### config.mk
export PLATFORM = sky130hd
export DESIGN_NAME = mmc_regs
export DESIGN_NICKNAME = d
export VERILOG_FILES = /design/src/mmc_pkg.sv /design/src/mmc_pulse_timer.sv /design/src/mmc_regs.sv
export SDC_FILE = /design/constraint.sdc
export NUM_CORES = 1
export LEC_CHECK = 0
export CAP_MARGIN = 25
export CORE_ASPECT_RATIO = 0.9
export CORE_MARGIN = 10
export CORE_UTILIZATION = 41
export DETAILED_ROUTE_END_ITERATION = 10
export DONT_BUFFER_PORTS = 1
export PLACE_DENSITY_LB_ADDON = 0.08
export SLEW_MARGIN = 25
export SYNTH_ARGS = -nofsm -noshare
export SYNTH_HDL_FRONTEND = slang
export SYNTH_SLANG_ARGS = --single-unit
### constraint.sdc
create_clock -name ref_clk -period 2 [get_ports ref_clk]
set_input_delay 0.4 -clock ref_clk [delete_from_list [all_inputs] [get_ports ref_clk]]
set_output_delay 0.4 -clock ref_clk [all_outputs]
set_load 0.1 [all_outputs]
### src/mmc_pkg.sv
// How it works
// mask2 bits 0,1,4 block their interrupt
// mask2 bit 7 gates the reset pulse
// mask2 powers up zero, fully read/write
// compatibility register is plain storage, reset zero
// case-clear bit pulses pin low, self-clears
// low voltage-code bits read pins, ignore writes
// bits 5:4 pick fan one prescale
// bits 7:6 pick fan two prescale
// 7-bit address, low bits strapped, bit7 read-only
// bit0 high code pin, bits 7:1 fixed id
// temperature config powers up as 01h
// default mode re-flags each hot conversion
// one-time mode flags once per excursion
// comparator mode follows hot limit, no hysteresis
// status read clears the returned conditions
// reset request gives long active-low pulse
// restore-defaults reloads masks, prescales, temp config
// interrupt asserts for unmasked status when enabled
`default_nettype none
package mmc_pkg;
    localparam logic [7:0] OFS_STATUS_ONE   = 8'h41;
    localparam logic [7:0] OFS_STATUS_TWO   = 8'h42;
    localparam logic [7:0] OFS_MASK_TWO     = 8'h44;
    localparam logic [7:0] OFS_COMPAT       = 8'h45;
    localparam logic [7:0] OFS_CASE_CLEAR   = 8'h46;
    localparam logic [7:0] OFS_VCODE_FAN    = 8'h47;
    localparam logic [7:0] OFS_SERIAL_ADDR  = 8'h48;
    localparam logic [7:0] OFS_VCODE_IDENT  = 8'h49;
    localparam logic [7:0] OFS_TEMP_CONFIG  = 8'h4b;

    localparam logic [7:0] RST_MASK_TWO     = 8'h00;
    localparam logic [7:0] RST_COMPAT       = 8'h00;
    localparam logic [3:0] RST_FAN_PRESCALE = 4'h5;
    localparam logic [7:0] RST_TEMP_CONFIG  = 8'h01;
    localparam logic [4:0] RST_ADDR_UPPER   = 5'h0b;
    // arbitrary identification value
    localparam logic [6:0] IDENT_VALUE      = 7'h15;
    localparam logic [7:0] STATUS_TWO_USED  = 8'h13;

    localparam int BIT_RAIL12     = 0;
    localparam int BIT_CPU_RAIL2  = 1;
    localparam int BIT_CASE_OPEN  = 4;
    localparam int BIT_RESET_EN   = 7;
    localparam int BIT_CASE_CLEAR = 7;
    localparam int FAN_ONE_LSB    = 4;
    localparam int FAN_TWO_LSB    = 6;

    localparam logic [2:0] STRAP_WAIT = 3'h5;
    localparam int unsigned PULSE_MS    = 20;
    localparam int unsigned CLK_MHZ     = 250;
    localparam int unsigned PULSE_CYCLES = PULSE_MS * CLK_MHZ * 1000;

    typedef enum logic [1:0] {
        MMC_TMODE_DEF0 = 2'b00,
        MMC_TMODE_ONCE = 2'b01,
        MMC_TMODE_CMP  = 2'b10,
        MMC_TMODE_DEF1 = 2'b11
    } mmc_tmode_t;
endpackage
`default_nettype wire

### src/mmc_pulse_timer.sv
`default_nettype none
module mmc_pulse_timer #(
    parameter int unsigned CYCLES = 8
) (
    input  wire logic ref_clk,
    input  wire logic rst_n,
    input  wire logic start,
    output var  logic active,
    output var  logic done
);
    logic [31:0] count;

    // start is ignored while a pulse runs, so a pulse is never cut short
    always_ff @(posedge ref_clk) begin
        if (!rst_n) begin
            active <= 1'b0;
            count  <= 32'h0;
            done   <= 1'b0;
        end else if (!active) begin
            done   <= 1'b0;
            active <= start;
            count  <= 32'h0;
        end else begin
            count  <= count + 32'h1;
            if (count == CYCLES - 1) begin
                active <= 1'b0;
                done   <= 1'b1;
            end
        end
    end
endmodule
`default_nettype wire

### src/mmc_regs.sv
`default_nettype none
module mmc_regs #(
    parameter int unsigned PULSE_LEN = mmc_pkg::PULSE_CYCLES
) (
    input  wire logic       ref_clk,
    input  wire logic       rst_n,
    input  wire logic [7:0] reg_addr,
    input  wire logic       reg_wr,
    input  wire logic       reg_rd,
    input  wire logic [7:0] reg_wdata,
    output var  logic [7:0] reg_rdata,
    input  wire logic [3:0] core_voltage_code,
    input  wire logic       core_voltage_code_high,
    input  wire logic       addr_strap_low,
    input  wire logic       addr_strap_high,
    input  wire logic       case_open_i,
    output var  logic       case_open_o,
    output var  logic       case_open_oe_n,
    output var  logic       sys_reset_o,
    output var  logic       sys_reset_oe_n,
    output var  logic       sys_reset_ack,
    input  wire logic       cfg_int_enable,
    input  wire logic       cfg_reset_req,
    input  wire logic       cfg_case_clear_req,
    input  wire logic       cfg_init,
    input  wire logic       rail12_err,
    input  wire logic       cpu_rail_two_err,
    input  wire logic       mask_one_temp,
    input  wire logic       conv_done,
    input  wire logic       temp_above_hot,
    input  wire logic       temp_below_hyst,
    output var  logic       temp_flag,
    output var  logic [3:0] fan_one_prescale,
    output var  logic [3:0] fan_two_prescale,
    output var  logic [6:0] serial_addr,
    output var  logic       int_n
);
    import mmc_pkg::*;

    function automatic logic [3:0] prescale_div(input logic [1:0] code);
        prescale_div = 4'h1 << code;
    endfunction

    logic [7:0] int_mask_two;
    logic [7:0] compat_reserved;
    logic       case_clear;
    logic [3:0] fan_bits;
    logic [6:0] addr_reg;
    logic [7:0] temp_irq_config;
    logic [7:0] status_two;
    logic [7:0] sync1;
    logic [7:0] sync2;
    logic [7:0] sync3;
    logic [7:0] pin_f;
    logic       case_prev;
    logic       hot_latched;
    logic [2:0] strap_cnt;
    logic       strap_done;
    logic       case_active;
    logic       case_done;
    logic       rst_active;
    logic       rst_start;
    logic       case_start;
    logic       wr_hit_addr;
    mmc_tmode_t tmode;

    assign tmode      = mmc_tmode_t'(temp_irq_config[1:0]);
    assign rst_start  = cfg_reset_req && int_mask_two[BIT_RESET_EN] && !rst_active;
    assign case_start = case_clear && !case_active && !case_done;
    assign wr_hit_addr = reg_wr && (reg_addr == OFS_SERIAL_ADDR);

    // pins pass three flops; a change counts once the last two agree
    genvar gi;
    generate
        for (gi = 0; gi < 8; gi++) begin : g_pin
            logic pin_raw;
            if (gi < 4) begin : g_low
                assign pin_raw = core_voltage_code[gi];
            end else if (gi == 4) begin : g_high
                assign pin_raw = core_voltage_code_high;
            end else if (gi == 5) begin : g_sl
                assign pin_raw = addr_strap_low;
            end else if (gi == 6) begin : g_sh
                assign pin_raw = addr_strap_high;
            end else begin : g_case
                assign pin_raw = case_open_i;
            end
            always_ff @(posedge ref_clk) begin
                if (!rst_n) begin
                    sync1[gi] <= 1'b0;
                    sync2[gi] <= 1'b0;
                    sync3[gi] <= 1'b0;
                    pin_f[gi] <= 1'b0;
                end else begin
                    sync1[gi] <= pin_raw;
                    sync2[gi] <= sync1[gi];
                    sync3[gi] <= sync2[gi];
                    if (sync2[gi] == sync3[gi]) begin
                        pin_f[gi] <= sync3[gi];
                    end
                end
            end
        end
    endgenerate

    mmc_pulse_timer #(.CYCLES(PULSE_LEN)) u_case_timer (
        .ref_clk (ref_clk),
        .rst_n   (rst_n),
        .start   (case_start || cfg_case_clear_req),
        .active  (case_active),
        .done    (case_done)
    );

    mmc_pulse_timer #(.CYCLES(PULSE_LEN)) u_reset_timer (
        .ref_clk (ref_clk),
        .rst_n   (rst_n),
        .start   (rst_start),
        .active  (rst_active),
        .done    ()
    );

    // open-drain style: drive low only while a pulse runs
    always_comb begin
        case_open_o    = 1'b0;
        case_open_oe_n = !case_active;
        sys_reset_o    = 1'b0;
        sys_reset_oe_n = !rst_active;
    end

    always_ff @(posedge ref_clk) begin
        if (!rst_n) begin
            sys_reset_ack <= 1'b0;
        end else begin
            sys_reset_ack <= rst_start;
        end
    end

    always_ff @(posedge ref_clk) begin
        if (!rst_n || cfg_init) begin
            int_mask_two    <= RST_MASK_TWO;
            fan_bits        <= RST_FAN_PRESCALE;
            temp_irq_config <= RST_TEMP_CONFIG;
        end else if (reg_wr) begin
            if (reg_addr == OFS_MASK_TWO) begin
                int_mask_two <= reg_wdata;
            end
            if (reg_addr == OFS_VCODE_FAN) begin
                fan_bits <= reg_wdata[7:4];
            end
            if (reg_addr == OFS_TEMP_CONFIG) begin
                temp_irq_config <= reg_wdata;
            end
        end
    end

    always_ff @(posedge ref_clk) begin
        if (!rst_n) begin
            compat_reserved <= RST_COMPAT;
        end else if (reg_wr && reg_addr == OFS_COMPAT) begin
            compat_reserved <= reg_wdata;
        end
    end

    // a write of one wins over the self-clear in the same cycle
    always_ff @(posedge ref_clk) begin
        if (!rst_n) begin
            case_clear <= 1'b0;
        end else if (reg_wr && reg_addr == OFS_CASE_CLEAR && reg_wdata[BIT_CASE_CLEAR]) begin
            case_clear <= 1'b1;
        end else if (case_done) begin
            case_clear <= 1'b0;
        end
    end

    // straps are caught after reset once the synchronisers have settled
    always_ff @(posedge ref_clk) begin
        if (!rst_n) begin
            addr_reg   <= {RST_ADDR_UPPER, 2'b00};
            strap_cnt  <= 3'h0;
            strap_done <= 1'b0;
        end else begin
            if (strap_cnt != STRAP_WAIT) begin
                strap_cnt <= strap_cnt + 3'h1;
            end
            if (wr_hit_addr) begin
                addr_reg   <= reg_wdata[6:0];
                strap_done <= 1'b1;
            end else if (!strap_done && strap_cnt == STRAP_WAIT) begin
                addr_reg[1:0] <= {pin_f[6], pin_f[5]};
                strap_done    <= 1'b1;
            end
        end
    end

    // case-open edges are ignored while we pull the pin ourselves
    always_ff @(posedge ref_clk) begin
        if (!rst_n) begin
            case_prev  <= 1'b0;
            status_two <= 8'h00;
        end else begin
            case_prev <= pin_f[7];
            if (cfg_init) begin
                status_two <= 8'h00;
            end else begin
                status_two[BIT_RAIL12] <= rail12_err ||
                    (status_two[BIT_RAIL12] && !(reg_rd && reg_addr == OFS_STATUS_TWO));
                status_two[BIT_CPU_RAIL2] <= cpu_rail_two_err ||
                    (status_two[BIT_CPU_RAIL2] && !(reg_rd && reg_addr == OFS_STATUS_TWO));
                status_two[BIT_CASE_OPEN] <= (pin_f[7] && !case_prev && !case_active) ||
                    (status_two[BIT_CASE_OPEN] && !(reg_rd && reg_addr == OFS_STATUS_TWO));
            end
        end
    end

    // hot_latched: above hot seen and not yet back below hysteresis
    always_ff @(posedge ref_clk) begin
        if (!rst_n) begin
            hot_latched <= 1'b0;
            temp_flag   <= 1'b0;
        end else begin
            if (conv_done) begin
                if (temp_above_hot) begin
                    hot_latched <= 1'b1;
                end else if (temp_below_hyst) begin
                    hot_latched <= 1'b0;
                end
            end
            case (tmode)
                MMC_TMODE_CMP: begin
                    if (conv_done) begin
                        temp_flag <= temp_above_hot;
                    end
                end
                MMC_TMODE_ONCE: begin
                    if (conv_done && temp_above_hot && !hot_latched) begin
                        temp_flag <= 1'b1;
                    end else if (reg_rd && reg_addr == OFS_STATUS_ONE) begin
                        temp_flag <= 1'b0;
                    end
                end
                default: begin
                    if (conv_done && (temp_above_hot || (hot_latched && !temp_below_hyst))) begin
                        temp_flag <= 1'b1;
                    end else if (reg_rd && reg_addr == OFS_STATUS_ONE) begin
                        temp_flag <= 1'b0;
                    end
                end
            endcase
        end
    end

    always_ff @(posedge ref_clk) begin
        if (!rst_n) begin
            int_n <= 1'b1;
        end else begin
            int_n <= !(cfg_int_enable &&
                ((|(status_two & ~int_mask_two & STATUS_TWO_USED)) ||
                 (temp_flag && !mask_one_temp)));
        end
    end

    always_ff @(posedge ref_clk) begin
        if (!rst_n) begin
            reg_rdata <= 8'h00;
        end else if (reg_rd) begin
            case (reg_addr)
                OFS_STATUS_TWO:  reg_rdata <= status_two;
                OFS_MASK_TWO:    reg_rdata <= int_mask_two;
                OFS_COMPAT:      reg_rdata <= compat_reserved;
                OFS_CASE_CLEAR:  reg_rdata <= {case_clear, 7'h00};
                OFS_VCODE_FAN:   reg_rdata <= {fan_bits, pin_f[3:0]};
                OFS_SERIAL_ADDR: reg_rdata <= {1'b0, addr_reg};
                OFS_VCODE_IDENT: reg_rdata <= {IDENT_VALUE, pin_f[4]};
                OFS_TEMP_CONFIG: reg_rdata <= temp_irq_config;
                default:         reg_rdata <= 8'h00;
            endcase
        end
    end

    always_ff @(posedge ref_clk) begin
        if (!rst_n) begin
            // both prescale fields power up as 01, divide by two
            fan_one_prescale <= 4'h2;
            fan_two_prescale <= 4'h2;
            serial_addr      <= 7'h00;
        end else begin
            fan_one_prescale <= prescale_div(fan_bits[FAN_ONE_LSB-4 +: 2]);
            fan_two_prescale <= prescale_div(fan_bits[FAN_TWO_LSB-4 +: 2]);
            serial_addr      <= addr_reg;
        end
    end

    // helper: length of the case-open pulse, checked when it ends
    logic [31:0] case_len;
    always_ff @(posedge ref_clk) begin
        if (!rst_n || !case_active) begin
            case_len <= 32'h0;
        end else begin
            case_len <= case_len + 32'h1;
        end
    end
endmodule
`default_nettype wire

==> out/results.ini, run 1 <==
[route]
drtIter0Drc=447
drtAntennaViolNets=0
wl_per_cell_um=17.5
first_pass_iters=5
wl_um=18800
drc=0
num_vias=5993
vias_per_cell=5.57

[pwr]
clockPowerShare=0.477
switching_share=0.233
finalPower_mw=7.05
p_leak_nw=3.35
seq_power_share=0.489
p_int_mw=5.41
p_switching_mw=1.64
p_comb_frac=0.034
powerDensity_nw_per_um2=839
peakVddDrop_mv=0.576

[flow_run]
cap_violations=0

[logic_synthesis]
ys_ff_latch=170
synth_cell_types=59
synth_largest_area_cell=dfxtp_1
synth_area_leaders=dfxtp_1 47%, mux2i_1 5.9%, nor2_1 3.9%, and2_1 3.6%, a21oi_1 2.9%
syn-cell-area_um2=7170
synth_edf_count=0
syn_inst=784
async_flop_share=0
synthFlopType=dfxtp_1
avgSynthCellArea_um2=9.15
synth_top_area_frac=0.475
ys_warn_count=0
seq_area_frac_synth=0.475

[finish]
syn2layout_area_growth_pct=17.1
final_nets=869
drive_above_1_share=0.145
final_cell_mix=167 x dfxtp_1, 74 x nor2_1, 70 x buf_4
antennaDiodeCount=0
reg.largest.list=u_case_timer.count (32), u_reset_timer.count (32)
n_fill_cell=1649
final_common_cell=dfxtp_1

[setup_path]
worstPathMaxFanout=16
criticalPathCategory=flop to flop
r2r-start=u_case_timer.count[18]
path_cells=nand4_1 > or4_4 > or4_1 > a21oi_1
crit_slowest_cell=or4_4
rr_endpoint=u_case_timer.count[27]
max_stage_delay_ns=0.60
end_kind=flop
required_ns=2.35
cp-start-kind=flop
r2r_cells=4
regToRegSetupSlack_ns=0.11
worstPathArrival_ns=2.24

[min_path]
worst_hold_path.num_cells=1
hp-start=cfg_int_enable
hold_class=primary input to flop
holdPathEnd=int_n

[cts]
clock_latency_ns=0.43
clock_sinks=170
ctsHoldBuffers=0
cts_tree=yes
htreeDepth=4
clockBufferDepth=2
cts_buffers=17
root_buffer=clkbuf_16
path_clk_slew_ns=0.07

[die]
die_area_um2=23200
fp-row-count=45
fp.dieH_um=145
fp.dieW_um=159
pin_count=68
core_area_um2=17000
start_util=0.422

[global_routing]
grt_usage=0.159
antenna_found_initial=0
grt_max_degree=60
grt_pass1_vias=5820
overflow=0
grt_pass1_wl_um=30500

[place]
dp_hpwl_um=13100
place.gp.congestion=0.838
portBuffers=0

[timing]
slew_headroom=0.534
setup-violations-final=0
maxSlewViolCount=0
worstMarginPinSlew_ns=0.697
skew_ns=0.00749
setup_tns_ns=0
fmaxAchievable_mhz=528
hold_violations=0
period_needed_ns=1.89
rsz0062_at_grt=no
fin_crit_sh=0.947

[outcome]
outcome=completed

-- power by group through the flow --
stage	Combinational, mW	Sequential (mW)	Clock [mW]
6_report	0.237	3.45	3.36
2_1_floorplan	0.172	3.56	0
3_5_place_dp	0.238	3.52	0
3_3_place_gp	0.234	3.52	0
4_1_cts	0.239	3.45	3.44
5_1_grt	0.255	3.45	3.59
-- worst max-delay path by stage --
stage,cells past startpoint,from,slack [ns],to
final,4,u_case_timer.count[18],0.11,u_case_timer.count[27]
after global placement,4,u_case_timer.count[12],0.09,u_case_timer.count[29]
after CTS,5,u_reset_timer.count[11],0.003,u_reset_timer.count[27]
after floorplan,6,u_case_timer.count[11],0.03,u_case_timer.count[28]
after detailed placement,5,u_reset_timer.count[11],0.01,u_reset_timer.count[29]
after global routing,4,u_case_timer.count[18],0.02,u_case_timer.count[29]
-- per-layer routing --
metal / part of all wire / GRT usage
met1: 0.46 / 0.201
met5: 0 / 0
met2: 0.46 / 0.249
met4: 0.020 / 0.0644
met3: 0.063 / 0.0494
-- final cells by class --
type | count | area (um^2) | share of cell area
clock buffers | 19 | 443 | 0.0527
well taps | 235 | 294 | 0.0350
repair buffers | 70 | 526 | 0.0625
inverters | 19 | 71.3 | 0.00849
flip-flops and latches | 170 | 3410 | 0.406
clock inverters | 13 | 158 | 0.0188
multi-input cells | 549 | 3500 | 0.417
-- critical path: cells and delay by family, from the launching register on --
| family | cells | cell delay, ns |
|---|---|---|
| and+or+nand+nor | 3 | 1.27 |
| AOI/OAI and AO/OA | 1 | 0.15 |
| DFF | 1 | 0.39 |
-- per-stage QoR --
stage | std cells | instance area (um^2) | utilization | setup slack [ns] | hold slack (ns)
floorplan | 785 | 7180 | - | 0.0332 | 0.412
global placement | 1042 | 7790 | 0.458 | 0.0895 | 0.416
detailed placement | 1042 | 7790 | 0.458 | 0.0147 | 0.420
CTS | 1074 | 8390 | 0.493 | 0.00304 | 0.0253
global route | 1075 | 8400 | 0.494 | 0.0158 | 0.0287
finish | 1075 | 8400 | 0.494 | 0.106 | 0.0623
-- synth_stat cells, types with 3 or more instances --
cell       count
nand2_1       51
nand3b_1       9
a22oi_1        4
clkbuf_1      39
or4_1         18
a21boi_0       4
inv_1         19
nor2b_1        9
o221a_2        4
a31oi_1        7
a41o_1         6
o21ai_0       24
a311o_1        3
and3_1        16
nand3_1       25
a211oi_1       5
ha_1           4
dfxtp_1      170
nor2_1        74
xor2_1        17
nor4b_1        4
xnor2_1        7
nor4_1        12
o31ai_1       17
nand2b_1       8
nand4_1       30
mux2i_1       42
o41ai_1        3
or3_1          7
o2bb2ai_1      5
a21oi_1       41
or2_2          5
o21a_1         3
o311ai_0       3
and4_1        10
and2_1        41
nor3_1         7
-- kinds of logic (layout without fill, tap and decap cells) --
family / Yosys count / count (layout) / share of synthesized area
compound gates: 143 / 143 / 0.135
xor+xnor: 24 / 24 / 0.0293
fa+ha+maj: 4 / 4 / 0.00698
buf+inv: 66 / 121 / 0.0380
flops: 170 / 170 / 0.475
mux: 44 / 44 / 0.0618
other cells: 1 / 2 / 0.000523
simple gates: 332 / 332 / 0.254
-- timing repair --
item,CTS,global route
setup buffers,0,1
setup endpoints to repair,1,14
resized for setup,1,6
pin swaps,0,1
Note: power is estimated with default switching activity, not from simulation.
==> run 2: changes to the inputs <==
CORE_ASPECT_RATIO = unset   (was 0.9)
HOLD_SLACK_MARGIN = 0.05   (was unset)
SYNTH_HIERARCHICAL = 1   (was unset)
==> run 2 against run 1 <==
Count of clock-buffer cells in the layout fell by 2. Synthesized cell count rose by 4.3%. Register-to-register slack got worse by 0.03 ns. Hold slack improved by 0.029 ns. Cell area rose by 3.3%. Clock power fell by 5%. Critical path type unchanged.
==> out/results.ini, run 2 <==
[setup_path]
criticalPathCategory=flop to flop
cp-start-kind=flop
worstPathArrival_ns=2.28
end_kind=flop
required_ns=2.35
startpoint=u_reset_timer/count[14]
worstPathMaxFanout=6
r2r-start=u_reset_timer/count[14]

[finish]
final_nets=922
antennaDiodeCount=0
reg.largest.list=u_case_timer/count (32), u_reset_timer/count (32)
syn2layout_area_growth_pct=18.4
final_cells=1118
drive_above_1_share=0.170
final_cell_mix=166 x dfxtp_1, 80 x buf_4, 73 x nand2_1
design_area_um2=8680
final_common_cell=dfxtp_1
n_fill_cell=1705
seq_area_um2=3410
final_core_util=0.498
multi_input_area_um2=3680

[timing]
skew_ns=0.00948
fmaxAchievable_mhz=519
setup_slack_ns=0.0714
rsz0062_at_grt=yes
hold_violations=0
whs_ns=0.0918
setup_tns_ns=0
period_needed_ns=1.93
slew_headroom=0.473
setup-violations-final=0
worstMarginPinSlew_ns=0.791
fin_crit_sh=0.964
maxSlewViolCount=0

[route]
drtAntennaViolNets=0
first_pass_iters=5
wl_um=18500
vias_per_cell=5.49
num_vias=6143
drc=0
drtIter0Drc=438
wl_per_cell_um=16.5

[logic_synthesis]
avgSynthCellArea_um2=8.96
ys_warn_count=6
syn_inst=818
syn-cell-area_um2=7330

[die]
fp.dieH_um=154
fp-row-count=48
pin_count=68
core_area_um2=17400
fp.dieW_um=154
start_util=0.421
die_area_um2=23600

[global_routing]
grt_max_degree=87
met1_usage=0.192
gr-max-usage-layer=met2
overflow=0
grt_usage=0.156
met2_usage=0.255
grt_pass1_vias=6047
use_met3=0.0497
antenna_found_initial=1
grt_pass1_wl_um=30800

[cts]
htreeDepth=4
root_buffer=clkbuf_16
clock_sinks=170
path_clk_slew_ns=0.07
clockBufferDepth=2
cts_tree=yes
cts_buffers=17
clock_latency_ns=0.43

[min_path]
hold_class=primary input to flop
hp-start=core_voltage_code[0]

[pwr]
powerDensity_nw_per_um2=793
finalPower_mw=6.88
peakVddDrop_mv=0.579
p_leak_nw=3.15

[flow_run]
cap_violations=0

[outcome]
outcome=completed

[place]
place.gp.congestion=0.853
dp_hpwl_um=13400
place_ws_ns=0.00185
portBuffers=0
dp_cells=1083
placed_area_um2=8040

## run 2: area by class of cell
cell class | count | share of cell area
inverter | 23 | 0.00995
clock inverter | 15 | 0.0176
clock buffer | 17 | 0.0490
timing repair buffer | 83 | 0.0738
sequential | 170 | 0.393
tap | 225 | 0.0324
multi-input combinational | 585 | 0.425
## run 2: report_power, final
part	switching (mW)	internal [mW]	total, mW
combinational	0.158	0.0842	0.242
sequential	0.0234	3.42	3.45
clock	1.53	1.67	3.19
## run 2: worst paths after layout
path,to,slack [ns],cells past startpoint
setup / recovery,u_reset_timer/count[26],0.07,4
hold / removal,sync1[0],0.09,1
setup reg to reg,u_reset_timer/count[26],0.07,4
hold reg to reg,sync2[3],0.43,1
## run 2: metal layers
metal | up-vias | part of all wire
met2 | 127 | 0.47
met4 | 0 | 0.015
met5 | - | 0
li1 | 3076 | -
met1 | 2919 | 0.46
met3 | 21 | 0.057
## run 2: repair_timing
action,4_1_cts,5_1_grt
buffers inserted,0,1
hold buffers,2,0
resized for setup,0,12
endpoints found under the setup margin,0,12
hold endpoints to repair,5,0
## run 2: worst max-delay path, stage by stage, from the launching register on
cell	delay [ns]
dfxtp_1	0.38
nand4_1	0.26
or4_4	0.63
or4_1	0.42
a21oi_1	0.16
==> run 3: changes to the inputs <==
clock period = 1.9 ns   (was 2 ns; I/O delays follow)
==> run 3 against run 2 <==
The flow now finishes with violations (negative setup slack). Via count up 2.6%. Cell area up 2.4%. Non-clock buffer count up 20. Fmax up 1.0%. Die area unchanged. Critical path type unchanged. Largest cell class unchanged. Highest routed layer unchanged.
==> out/results.ini, run 3 (synthesis gave the netlist of run 2 again) <==
[outcome]
outcome=finished, violations left
violations=negative setup slack

[route]
drc=0
wl_per_cell_um=16.8
num_vias=6300
wl_um=19200
first_pass_iters=4
drtIter0Drc=454
drtAntennaViolNets=0
vias_per_cell=5.53

[pwr]
clockPowerShare=0.459
p_switching_mw=1.76
powerDensity_nw_per_um2=808
p_comb_frac=0.036
peakVddDrop_mv=0.665
p_int_mw=5.42
seq_power_share=0.505
switching_share=0.245
p_leak_nw=3.23

[timing]
maxSlewViolCount=0
hold_violations=0
period_needed_ns=1.91
worstMarginPinSlew_ns=0.701
skew_ns=0.0113
fmaxAchievable_mhz=524
fin_crit_sh=1.01
slew_headroom=0.531
setup_slack_ns=-0.00959
setup-violations-final=1
rsz0062_at_grt=yes

[setup_path]
worstPathMaxFanout=9
criticalPathCategory=flop to flop
worstPathArrival_ns=2.26
regToRegSetupSlack_ns=-0.01
r2r_cells=6
end_kind=flop
rr_endpoint=u_reset_timer/count[13]
r2r-start=u_reset_timer/count[1]
startpoint=u_reset_timer/count[1]
cp-start-kind=flop
crit_end=u_reset_timer/count[13]
required_ns=2.25

[global_routing]
grt_pass1_vias=6330
grt_max_degree=85
grt_pass1_wl_um=31500
antenna_found_initial=0
overflow=0
grt_usage=0.160

[place]
place_ws_ns=-0.0600
placed_area_um2=8150
dp_hpwl_um=13700
place.gp.congestion=0.861
portBuffers=0

[finish]
design_area_um2=8890
seq_area_um2=3420
reg.largest.list=u_case_timer/count (32), u_reset_timer/count (32)
final_cell_mix=156 x dfxtp_1, 98 x buf_4, 73 x nand2_1
antennaDiodeCount=0
final_nets=943
multi_input_area_um2=3740
syn2layout_area_growth_pct=21.3
final_common_cell=dfxtp_1
drive_above_1_share=0.209
n_fill_cell=1684

[die]
core_area_um2=17400
die_area_um2=23600
fp-row-count=48
start_util=0.421
fp.dieW_um=154
pin_count=68
fp.dieH_um=154

[flow_run]
cap_violations=0

[cts]
clock_latency_ns=0.43
clock_sinks=170
cts_buffers=17
cts_tree=yes
clockBufferDepth=2
path_clk_slew_ns=0.07
htreeDepth=4
root_buffer=clkbuf_16

[min_path]
hold_class=primary input to flop

==> run 3: changes by cell type in the layout (fill, tap and decap cells not counted), sizes merged <==
cell	previous run	this run
dlygate4sd3	2	3
clkinv	6	2
clkbuf	17	18
clkinvlp	0	4
inv	32	31
buf	81	100
or4	24	25
==> run 3: per-stage QoR <==
step | TNS [ns] | power, mW | hold WS (ns) | cells | utilization
floorplan | 0 | 3.93 | 0.412 | 819 | -
global placement | 0 | 3.96 | 0.414 | 1098 | 0.468
detailed placement | -0.162 | 3.96 | 0.423 | 1098 | 0.468
CTS | 0 | 7.26 | 0.0507 | 1135 | 0.504
global route | -0.142 | 7.45 | 0.0502 | 1139 | 0.510
finish | -0.00959 | 7.18 | 0.0703 | 1139 | 0.510
==> run 3: repair_timing <==
action,in CTS,in global routing
hold endpoints to repair,6,1
buffers inserted,3,2
cloned,0,1
pin swaps,3,9
gates resized for setup,7,27
hold buffers,2,1
setup endpoints to repair,5,18
==> run 3: layout make-up <==
class / count / share of cell area
clock buffer: 18 / 0.0483
clock inverter: 14 / 0.0145
inverter: 23 / 0.00971
multi-input combinational: 586 / 0.421
sequential: 170 / 0.385
tap: 225 / 0.0317
timing repair buffer: 103 / 0.0897
==> run 3: power by group through the flow <==
stage / Sequential, mW / Clock, mW / Combinational, mW
2_1_floorplan: 3.75 / 0 / 0.183
3_3_place_gp: 3.71 / 0 / 0.246
3_5_place_dp: 3.71 / 0 / 0.251
4_1_cts: 3.63 / 3.37 / 0.259
5_1_grt: 3.63 / 3.54 / 0.280
6_report: 3.63 / 3.30 / 0.259
==> run 3: routing by layer <==
layer	share of wire	vias up	global-route usage
li1	-	3124	-
met1	0.44	3001	0.190
met2	0.48	148	0.267
met3	0.056	27	0.0491
met4	0.016	0	0.0558
met5	0	-	0
==> run 3: worst max-delay path: stages, from the launching register on <==
cell     delay, ns
dfxtp_2       0.33
buf_4         0.10
nand4_2       0.12
or4_4         0.60
buf_4         0.18
or3_1         0.33
a21oi_2       0.17
==> run 3: worst min path at each step <==
stage / from / end / slack, ns / cells after the start
2_1_floorplan: sync1[0] / sync2[0] / 0.41 / 1
3_3_place_gp: sync1[7] / sync2[7] / 0.41 / 1
3_5_place_dp: sync1[5] / sync2[5] / 0.42 / 1
4_1_cts: addr_strap_high / sync1[6] / 0.05 / 1
5_1_grt: rst_n / sync2[6] / 0.05 / 1
6_report: cpu_rail_two_err / status_two[1] / 0.07 / 2
